$ cat config.mk
export PLATFORM = sky130hd
export DESIGN_NAME = cwb_bridge
export DESIGN_NICKNAME = d
export VERILOG_FILES = /design/src/core/cwb_pkg.sv /design/src/core/cwb_sync.sv /design/src/core/cwb_bridge.sv
export SDC_FILE = /design/constraint.sdc
export NUM_CORES = 1
export LEC_CHECK = 0
export BUFFER_PORTS_ARGS = -buffer_cell sky130_fd_sc_hd__buf_2
export CAP_MARGIN = 20
export CORE_MARGIN = 1.5
export CORE_UTILIZATION = 41
export DETAILED_ROUTE_END_ITERATION = 12
export GPL_TIMING_DRIVEN = 0
export PLACE_DENSITY = 0.66
export REMOVE_ABC_BUFFERS = 1
export SYNTH_ARGS = -nofsm -noshare
export SYNTH_HDL_FRONTEND = slang
export SYNTH_SLANG_ARGS = --single-unit
export TNS_END_PERCENT = 20
$ cat constraint.sdc
create_clock -name i_clk_sys -period 1.2 [get_ports i_clk_sys]
set_input_delay 0.12 -clock i_clk_sys [delete_from_list [all_inputs] [get_ports i_clk_sys]]
set_output_delay 0.12 -clock i_clk_sys [all_outputs]
set_load 0.1 [all_outputs]
$ cat src/core/cwb_pkg.sv
// cwb_pkg: shared constants and carrier types for the bridge steering block
// assumes one 100 MHz system clock; dead-band clock arrives as an enable pulse
package cwb_pkg;

   // operating mode codes
   typedef enum logic [2:0] {
      CWB_MODE_ASTEER = 3'h0,
      CWB_MODE_SSTEER = 3'h1,
      CWB_MODE_FWD    = 3'h2,
      CWB_MODE_REV    = 3'h3
   } cwb_mode_t;

   // data input select codes
   localparam logic [2:0] CWB_SEL_PIN = 3'h0;
   localparam logic [2:0] CWB_SEL_CC1 = 3'h1;
   localparam logic [2:0] CWB_SEL_CC2 = 3'h2;
   localparam logic [2:0] CWB_SEL_PW3 = 3'h3;
   localparam logic [2:0] CWB_SEL_PW4 = 3'h4;
   localparam logic [2:0] CWB_SEL_CP1 = 3'h5;
   localparam logic [2:0] CWB_SEL_CP2 = 3'h6;
   localparam logic [2:0] CWB_SEL_MOD = 3'h7;

   // field widths and positions
   localparam int unsigned CWB_DB_W   = 6;
   localparam int unsigned CWB_NOUT   = 4;
   localparam int unsigned CWB_IDX_A  = 0;
   localparam int unsigned CWB_IDX_B  = 1;
   localparam int unsigned CWB_IDX_C  = 2;
   localparam int unsigned CWB_IDX_D  = 3;
   localparam int unsigned CWB_SYNC_STAGES = 2;

   // reset values
   localparam logic [3:0]          CWB_OUT_RST = 4'h0;
   localparam logic [CWB_DB_W-1:0] CWB_DB_RST  = 6'h00;

   // eight raw data sources, index equals the select code
   typedef struct packed {
      logic signal_modulator_output;
      logic comparator2_output;
      logic comparator1_output;
      logic pulse_width4_output;
      logic pulse_width3_output;
      logic capture_compare2_output;
      logic capture_compare1_output;
      logic input_pin_selector;
   } cwb_src_t;

   // per-output configuration, bit index A=0 .. D=3
   typedef struct packed {
      logic [3:0] steer_enable_y;
      logic [3:0] override_level_y;
      logic [3:0] output_polarity_y;
   } cwb_outcfg_t;

endpackage : cwb_pkg

$ cat src/core/cwb_sync.sv
// cwb_sync: two-flop synchroniser for one asynchronous level
// assumes the destination clock is i_clk_sys; no logic reads the first flop
`timescale 1ns/100ps
module cwb_sync (
   input  wire logic i_clk_sys,
   input  wire logic i_rst_n,
   input  wire logic i_async,
   output logic      o_sync
);
   import cwb_pkg::*;

   logic [CWB_SYNC_STAGES-1:0] stage_q;
   logic [CWB_SYNC_STAGES-1:0] stage_d;

   // shift in the raw level
   always_comb begin
      stage_d = {stage_q[CWB_SYNC_STAGES-2:0], i_async};
   end

   always_ff @(posedge i_clk_sys or negedge i_rst_n) begin
      if (!i_rst_n) begin
         stage_q <= '0;
      end else begin
         stage_q <= stage_d;
      end
   end

   assign o_sync = stage_q[CWB_SYNC_STAGES-1];

endmodule : cwb_sync

$ cat src/core/cwb_bridge.sv
// cwb_bridge: full-bridge and steering output logic of the waveform generator
// assumes all controls come from software on i_clk_sys; data sources are
// asynchronous; the dead-band clock is an enable pulse from a divider outside
`timescale 1ns/100ps
// Contract
// (RQ1) forward full bridge: A active, B and C inactive, D follows data
// (RQ2) reverse full bridge: C active, A and D inactive, B follows data
// (RQ3) full bridge dead band only on direction change, only on modulated output
// (RQ4) lowest mode bit may toggle while enabled to swap direction
// (RQ5) new direction applies at next rising data edge, not at write
// (RQ6) on swap: A/C exchange, old modulated output off, new one after dead band
// (RQ7) rising data edge gives rising event on modulated output before polarity
// (RQ8) each output has its own polarity selection
// (RQ9) steering routes data to any outputs, fixed levels elsewhere, no dead band
// (RQ10) steer bit clear holds override level; set passes data
// (RQ11) polarity applies only to steered outputs; overrides unaffected
// (RQ12) shutdown in steering overrides only steered outputs
// (RQ13) synchronous steering defers steer changes to next rising data edge
// (RQ14) only steer bits synchronised; override writes act immediately
// (RQ15) asynchronous steering applies steer writes at once, may truncate pulse
// (RQ16) one clock-select bit picks system clock or internal oscillator
// (RQ17) oscillator selection keeps it running in sleep; system clock stops
// (RQ18) 3-bit input select chooses among eight data sources
// (RQ19) dead band counts clock periods up to 6-bit value; zero means none
// (RQ20) rising count for forward-to-reverse on B, falling for reverse-to-forward on D
// (RQ21) polarity set is active-high, clear active-low; overrides untouched
// (RQ22) software changes mode only while disabled, except direction toggle
// (RQ23) selected data input synchronised before edge detection
module cwb_bridge (
   input  wire logic                         i_clk_sys,
   input  wire logic                         i_rstn,
   input  wire logic                         i_enable,
   input  wire logic                         i_sleep,
   input  wire logic                         i_clk_select,
   input  wire logic                         i_sysclk_tick,
   input  wire logic                         i_hfosc_tick,
   input  wire cwb_pkg::cwb_mode_t           i_mode,
   input  wire logic [2:0]                   i_data_input_select,
   input  wire cwb_pkg::cwb_src_t            i_sources,
   input  wire cwb_pkg::cwb_outcfg_t         i_outcfg,
   input  wire logic [cwb_pkg::CWB_DB_W-1:0] i_rising_dead_band_count,
   input  wire logic [cwb_pkg::CWB_DB_W-1:0] i_falling_dead_band_count,
   input  wire logic                         i_shutdown,
   input  wire logic                         i_shutdown_level_ac,
   input  wire logic                         i_shutdown_level_bd,
   output logic                              o_bridge_out_a,
   output logic                              o_bridge_out_b,
   output logic                              o_bridge_out_c,
   output logic                              o_bridge_out_d,
   output logic                              o_hfosc_request,
   output logic                              o_reverse,
   output logic                              o_dead_band_busy
);
   import cwb_pkg::*;

   logic                rst_meta_q;
   logic                rst_sync_q;
   logic                rst_n;
   logic                data_s;
   logic                data_prev_q;
   logic                data_prev_d;
   logic                data_rise;
   logic                db_tick;
   logic [7:0]          src_s;
   logic                fb_mode;
   logic                rev_q;
   logic                rev_d;
   logic [3:0]          steer_q;
   logic [3:0]          steer_d;
   logic [CWB_DB_W-1:0] db_cnt_q;
   logic [CWB_DB_W-1:0] db_cnt_d;
   logic [CWB_DB_W-1:0] db_lim_q;
   logic [CWB_DB_W-1:0] db_lim_d;
   logic                db_run_q;
   logic                db_run_d;
   logic [3:0]          out_q;
   logic [3:0]          out_d;
   logic                hfreq_q;
   logic                hfreq_d;
   logic [3:0]          pre_pol;
   logic [3:0]          shut_lvl;

   // reset release through two flops; assertion stays asynchronous
   always_ff @(posedge i_clk_sys or negedge i_rstn) begin
      if (!i_rstn) begin
         rst_meta_q <= 1'b0;
         rst_sync_q <= 1'b0;
      end else begin
         rst_meta_q <= 1'b1;
         rst_sync_q <= rst_meta_q;
      end
   end
   assign rst_n = rst_sync_q;

   // every raw source gets its own synchroniser; a mux ahead of the flops
   // would feed select-change glitches straight into the first stage
   for (genvar g = 0; g < $bits(cwb_src_t); g++) begin : g_src_sync
      cwb_sync u_data_sync (
         .i_clk_sys (i_clk_sys),
         .i_rst_n   (rst_n),
         .i_async   (i_sources[g]),
         .o_sync    (src_s[g])
      ); // RQ23
   end

   // pick the data source from the synchronised levels
   always_comb begin
      data_s = 1'b0;
      unique case (i_data_input_select)
         CWB_SEL_PIN: data_s = src_s[0]; // RQ18
         CWB_SEL_CC1: data_s = src_s[1];
         CWB_SEL_CC2: data_s = src_s[2];
         CWB_SEL_PW3: data_s = src_s[3];
         CWB_SEL_PW4: data_s = src_s[4];
         CWB_SEL_CP1: data_s = src_s[5];
         CWB_SEL_CP2: data_s = src_s[6];
         CWB_SEL_MOD: data_s = src_s[7]; // RQ18
      endcase
   end

   // dead-band clock source; system clock gives no ticks while asleep
   always_comb begin
      if (i_clk_select) begin // RQ16
         db_tick = i_hfosc_tick;
      end else begin
         db_tick = i_sysclk_tick & ~i_sleep; // RQ17
      end
   end

   // oscillator stays requested in sleep while it times the dead band
   always_comb begin
      hfreq_d = i_enable & i_clk_select; // RQ17
   end

   assign fb_mode   = (i_mode == CWB_MODE_FWD) || (i_mode == CWB_MODE_REV);
   assign data_rise = data_s & ~data_prev_q;
   assign data_prev_d = data_s;

   // direction and steering latches, updated on the data edge except when disabled or in asynchronous steering
   always_comb begin
      rev_d   = rev_q;
      steer_d = steer_q;
      if (!i_enable) begin
         // disabled: pick up settings directly, mode changes are legal here
         rev_d   = (i_mode == CWB_MODE_REV); // RQ22
         steer_d = i_outcfg.steer_enable_y;
      end else if (fb_mode) begin
         if (data_rise) begin
            rev_d = i_mode[0]; // RQ4 RQ5
         end
      end else if (i_mode == CWB_MODE_SSTEER) begin
         if (data_rise) begin
            steer_d = i_outcfg.steer_enable_y; // RQ13 RQ14
         end
      end else begin
         steer_d = i_outcfg.steer_enable_y; // RQ15
      end
   end

   // dead-band counter: starts on a direction swap, counts dead-band ticks
   always_comb begin
      db_cnt_d = db_cnt_q;
      db_lim_d = db_lim_q;
      db_run_d = db_run_q;
      if (!i_enable || !fb_mode) begin
         db_run_d = 1'b0; // RQ9
         db_cnt_d = CWB_DB_RST;
      end else if (data_rise && (i_mode[0] != rev_q)) begin
         // rising count going to reverse, falling count going to forward
         db_lim_d = i_mode[0] ? i_rising_dead_band_count
                              : i_falling_dead_band_count; // RQ20
         db_cnt_d = CWB_DB_RST;
         db_run_d = (db_lim_d != CWB_DB_RST); // RQ19
      end else if (db_run_q && db_tick) begin
         if (db_cnt_q + 6'h01 >= db_lim_q) begin
            db_run_d = 1'b0; // RQ19
            db_cnt_d = CWB_DB_RST;
         end else begin
            db_cnt_d = db_cnt_q + 6'h01;
         end
      end
   end

   // active-high levels before polarity
   always_comb begin
      pre_pol = 4'h0;
      if (fb_mode) begin
         // static legs switch with the direction, no dead band on them
         pre_pol[CWB_IDX_A] = ~rev_d; // RQ1 RQ3 RQ6
         pre_pol[CWB_IDX_C] = rev_d;  // RQ2 RQ3 RQ6
         // modulated leg held off while the swap dead band runs
         pre_pol[CWB_IDX_D] = ~rev_d & data_s & ~db_run_d; // RQ1 RQ6 RQ7
         pre_pol[CWB_IDX_B] = rev_d & data_s & ~db_run_d;  // RQ2 RQ6 RQ7
      end else begin
         pre_pol = {4{data_s}} & steer_d; // RQ9 RQ10
      end
   end

   assign shut_lvl = {i_shutdown_level_bd, i_shutdown_level_ac,
                      i_shutdown_level_bd, i_shutdown_level_ac};

   // final output level per leg
   always_comb begin
      for (int i = 0; i < CWB_NOUT; i++) begin
         if (!i_enable) begin
            out_d[i] = i_outcfg.override_level_y[i];
         end else if (!fb_mode && !steer_d[i]) begin
            // unsteered: override level, no polarity, no shutdown
            out_d[i] = i_outcfg.override_level_y[i]; // RQ10 RQ11 RQ12 RQ14
         end else if (i_shutdown) begin
            out_d[i] = shut_lvl[i]; // RQ12 RQ21
         end else begin
            // polarity set is active-high, clear inverts
            out_d[i] = i_outcfg.output_polarity_y[i] ? pre_pol[i]
                                                     : ~pre_pol[i]; // RQ8 RQ11 RQ21
         end
      end
   end

   // data edge history; reset low so a low idle source gives no false edge
   always_ff @(posedge i_clk_sys or negedge rst_n) begin
      if (!rst_n) begin
         data_prev_q <= 1'b0;
      end else begin
         data_prev_q <= data_prev_d;
      end
   end

   // direction and steering latches
   always_ff @(posedge i_clk_sys or negedge rst_n) begin
      if (!rst_n) begin
         rev_q   <= 1'b0;
         steer_q <= 4'h0;
      end else begin
         rev_q   <= rev_d;
         steer_q <= steer_d;
      end
   end

   // dead-band counter state
   always_ff @(posedge i_clk_sys or negedge rst_n) begin
      if (!rst_n) begin
         db_cnt_q <= CWB_DB_RST;
         db_lim_q <= CWB_DB_RST;
         db_run_q <= 1'b0;
      end else begin
         db_cnt_q <= db_cnt_d;
         db_lim_q <= db_lim_d;
         db_run_q <= db_run_d;
      end
   end

   // output legs
   always_ff @(posedge i_clk_sys or negedge rst_n) begin
      if (!rst_n) begin
         out_q <= CWB_OUT_RST;
      end else begin
         out_q <= out_d;
      end
   end

   // oscillator request
   always_ff @(posedge i_clk_sys or negedge rst_n) begin
      if (!rst_n) begin
         hfreq_q <= 1'b0;
      end else begin
         hfreq_q <= hfreq_d;
      end
   end

   // all outputs straight from flops
   assign o_bridge_out_a   = out_q[CWB_IDX_A];
   assign o_bridge_out_b   = out_q[CWB_IDX_B];
   assign o_bridge_out_c   = out_q[CWB_IDX_C];
   assign o_bridge_out_d   = out_q[CWB_IDX_D];
   assign o_hfosc_request  = hfreq_q;
   assign o_reverse        = rev_q;
   assign o_dead_band_busy = db_run_q;

endmodule : cwb_bridge

==> metrics.md <==
| Metric | Value |
|---|---|
| Outcome | `finished with violations` |
| Pwr per Cell Area | `about 1200 nW/um^2` |
| Total grt overflow | `0` |
| Slew margin rel. | `between 40% and 50%` |
| Post-route setup TNS | `-18.62 ns` |
| Layout fillers | `between 400 and 500` |
| First-pass GRT wire length | `a little under 8 mm` |
| Post-synth ARST share | `100%` |
| Placed insts | `320` |
| Post-Syn Area per Cell | `about 11 sq um` |
| CTS clk-pin slew, worst paths | `0.08 ns` |
| Post-synth EDFFs | `0` |
| Internal power | `approximately 2.4 mW` |
| Clk sinks | `42` |
| Endpoint type of the worst setup path | `register` |
| IO buf count | `between 50 and 60` |
| Sequential share of the synthesized area | `between 40% and 50%` |
| Area growth syn-to-layout | `33.2%` |
| Detailed Place HPWL | `about 3.3 mm` |
| CP max FO | `5` |
| Max cap viols | `0` |
| Non-Filler Instances | `about 340` |
| Synth top area share | `around half` |
| Post-route ant nets | `0` |
| Die area | `about 5800 sq um` |
| Num ports | `between 50 and 60` |
| Failing checks | `negative setup slack` |
| Seq. cell area | `around 1100 sq um` |
| Hold path cells | `2` |
| Warnings, synthesis | `0` |
| Cells after Synth | `slightly above 200` |
| Design Area, Final | `2910 sq um` |
| Fin. Hold Viols | `0` |
| Vias in the first global route | `~1800` |
| Logic pwr share | `a little over a quarter` |
| Clock share of power | `about a quarter` |
| DR pass1 iterations | `4` |
| Number of diodes | `0` |
| TritonCTS clock tree | `done` |
| Nets | `roughly 330` |
| P_sw | `1.14 mW` |
| Wire length per cell | `roughly 14 microns` |
| CTS buffer count | `5` |
| Placed cell area | `between 2000 and 3000 sq um` |
| Iter 0 DRT Violations | `68` |
| Initial core utilization | `42.8%` |
| Clk Latency, worst-skew pair | `slightly below 0.3 ns` |
| Layout cells sized above 1 | `41.2%` |
| Peak supply drop | `roughly 0.74 mV` |
| Largest net degree at the start of global routing | `between 40 and 50` |
| Final setup fails | `23` |
| GP Congestion | `between 0.7 and 0.8` |
| DRC | `0` |
| Switching Share | `between 30% and 40%` |
| Total number of vias | `1758` |
| H-tree depth | `2` |
| Synth area leader | `dfrtp_1` |
| Synth area leaders | `dfrtp_1, mux2i_1, ha_1, a21oi_1, mux2_2` |
| Worst reg-to-reg path cell count | `10` |
| Drt total wl | `about 4.8 mm` |
| GRT Total Usage | `between 10% and 20%` |
| Initial antenna violation count | `0` |
| Fmax | `about 0.43 GHz` |
| Root Buffer | `clkbuf_8` |
| Clock skew | `between 0.007 and 0.008 ns` |
| Final period util | `193%` |
| Fin crit period | `about 2.3 ns` |
| Synthesized area | `2190 sq um` |
| HP Class | `input port to register` |
| Worst Path Required | `1.38 ns` |
| Commonest cells post-synth | `dfrtp_1, a21oi_1, nor2_1, mux2i_1, inv_1` |
| Die Wd | `76.0 microns` |
| Netlist cell types | `47` |
| Area occupied by multi-input gates | `1210 sq um` |
| Crit path launch type | `register` |
| Via density | `5.11` |
| FP Rows | `26` |
| Worst slew pin tran | `0.853 ns` |
| Worst hold slack | `0.0746 ns` |
| Seq cells post-synth | `between 40 and 50` |
| Crit path arrival time | `between 2 and 2.5 ns` |
| Setup WS post-layout | `-1.11 ns` |
| Most numerous cell in the Yosys netlist | `dfrtp_1` |
| Die span in y | `about 76 microns` |
| Sequential share of power | `a little under half` |
| RSZ-0062 raised after global routing | `true` |
| Fin. max-slew vios | `0` |
| Clock Tree Buf Depth | `2` |
| CP Class | `register to register` |
| Pleak | `~1.3 nW` |
| Ys flop type | `dfrtp_1` |
| Core Box Area | `5110 sq um` |
-- logic make-up (layout without fill, tap and decap cells) --
group	Yosys count	after routing	share of synthesized area, %
multiplexers	21	21	11.7
flip-flops	42	42	48.1
other	1	1	0.172
buffers and inverters	18	89	3.38
AND/OR/NAND/NOR	62	62	15.3
XOR/XNOR	5	5	2.00
AO/OA/AOI/OAI	47	47	15.3
adder cells (fa/ha/maj)	7	7	4.01
-- layout by cell type, fill, tap and decap left out, types with 3 or more instances in the layout --
master	instances
a22o_1	4
o21ai_1	4
buf_4	6
a21oi_1	14
nor3_1	3
mux2_2	5
dlygate4sd3_1	9
o211ai_1	3
o21ai_2	5
nand3_1	3
buf_6	3
inv_1	10
dfrtp_1	41
nor2b_1	3
clkbuf_8	5
buf_2	52
o21a_1	4
and3_4	3
nor3_2	3
ha_1	6
nor2_1	13
mux2i_1	11
nand2_1	6
nor4_1	3
nand2b_1	3
-- state kept, by name, indices dropped and copies added, names as in the netlist --
register,cells
o_dead_band_busy,1
db_lim_q,6
o_hfosc_request,1
data_prev_q,1
rst_n,1
rst_meta_q,1
g_src_sync.u_data_sync.stage_q,16
steer_q,4
db_cnt_q,6
o_reverse,1
out_q,4
-- metrics by stage --
stage | power (mW) | utilization (%) | worst slack, ns
floorplan | 2.23 | - | -1.18
global placement | 2.45 | 49.2 | -1.35
detailed placement | 2.48 | 49.2 | -1.38
CTS | 3.49 | 55.4 | -1.12
global route | 3.71 | 57.0 | -1.25
finish | 3.51 | 57.0 | -1.11
-- repair_timing --
item | 4_1_cts | 5_1_grt
setup buffers | 5 | 2
resized for setup | 24 | 14
endpoints found under the setup margin | 25 | 25
hold buffers | 9 | 0
endpoints found under the hold margin | 10 | 0
pin swaps | 15 | 4
-- critical path, cell delays in order, from the launching register on --
cell and delay, ns:
dfrtp_1 0.40, and3_4 0.22, nand3_2 0.10, xnor2_2 0.17, ha_1 0.31, or2_4 0.27
a21boi_4 0.17, o21ai_4 0.10, and3_4 0.16, o41ai_2 0.19, a21oi_1 0.11
-- final timing paths --
| path | slack (ns) | start | end |
|---|---|---|---|
| hold reg to reg | 0.35 | g_src_sync[2].u_data_sync.stage_q[0]$_DFF_PN0_ | g_src_sync[2].u_data_sync.stage_q[1]$_DFF_PN0_ |
| setup reg to reg | -1.11 | db_cnt_q[0]$_DFFE_PN0P_ | out_q[3]$_DFF_PN0_ |
| hold / removal | 0.07 | i_clk_select | o_hfosc_request$_DFF_PN0_ |
| setup / recovery | -1.11 | db_cnt_q[0]$_DFFE_PN0P_ | out_q[3]$_DFF_PN0_ |
| min in group asynchronous | 0.13 | i_rstn | rst_n$_DFF_PN0_ |
| max in group asynchronous | 0.28 | rst_n$_DFF_PN0_ | g_src_sync[1].u_data_sync.stage_q[0]$_DFF_PN0_ |
-- power groups by stage --
| stage | combinational, mW | sequential [mW] | clock [mW] |
|---|---|---|---|
| after floorplan | 0.409 | 1.82 | 0 |
| after global placement | 0.764 | 1.69 | 0 |
| after detailed placement | 0.777 | 1.70 | 0 |
| after CTS | 0.879 | 1.67 | 0.945 |
| after global routing | 1.03 | 1.70 | 0.993 |
| final | 0.932 | 1.67 | 0.906 |
-- layer usage --
metal	up-vias	global-route usage (%)	part of all wire, %
met3	6	3.11	3.2
met4	0	6.48	0.86
met2	34	30.1	51
met1	837	20.1	45
met5	-	0	0
li1	881	-	-
-- area by class of cell --
cell class / instances / share of cell area (%)
tap: 70 / 3.01
clock buffer: 5 / 2.36
timing repair buffer: 70 / 14.7
inverter: 11 / 1.42
sequential: 42 / 36.1
clock inverter: 3 / 0.731
multi-input combinational: 143 / 41.6
No activity file was read; power rests on OpenSTA's default activity.
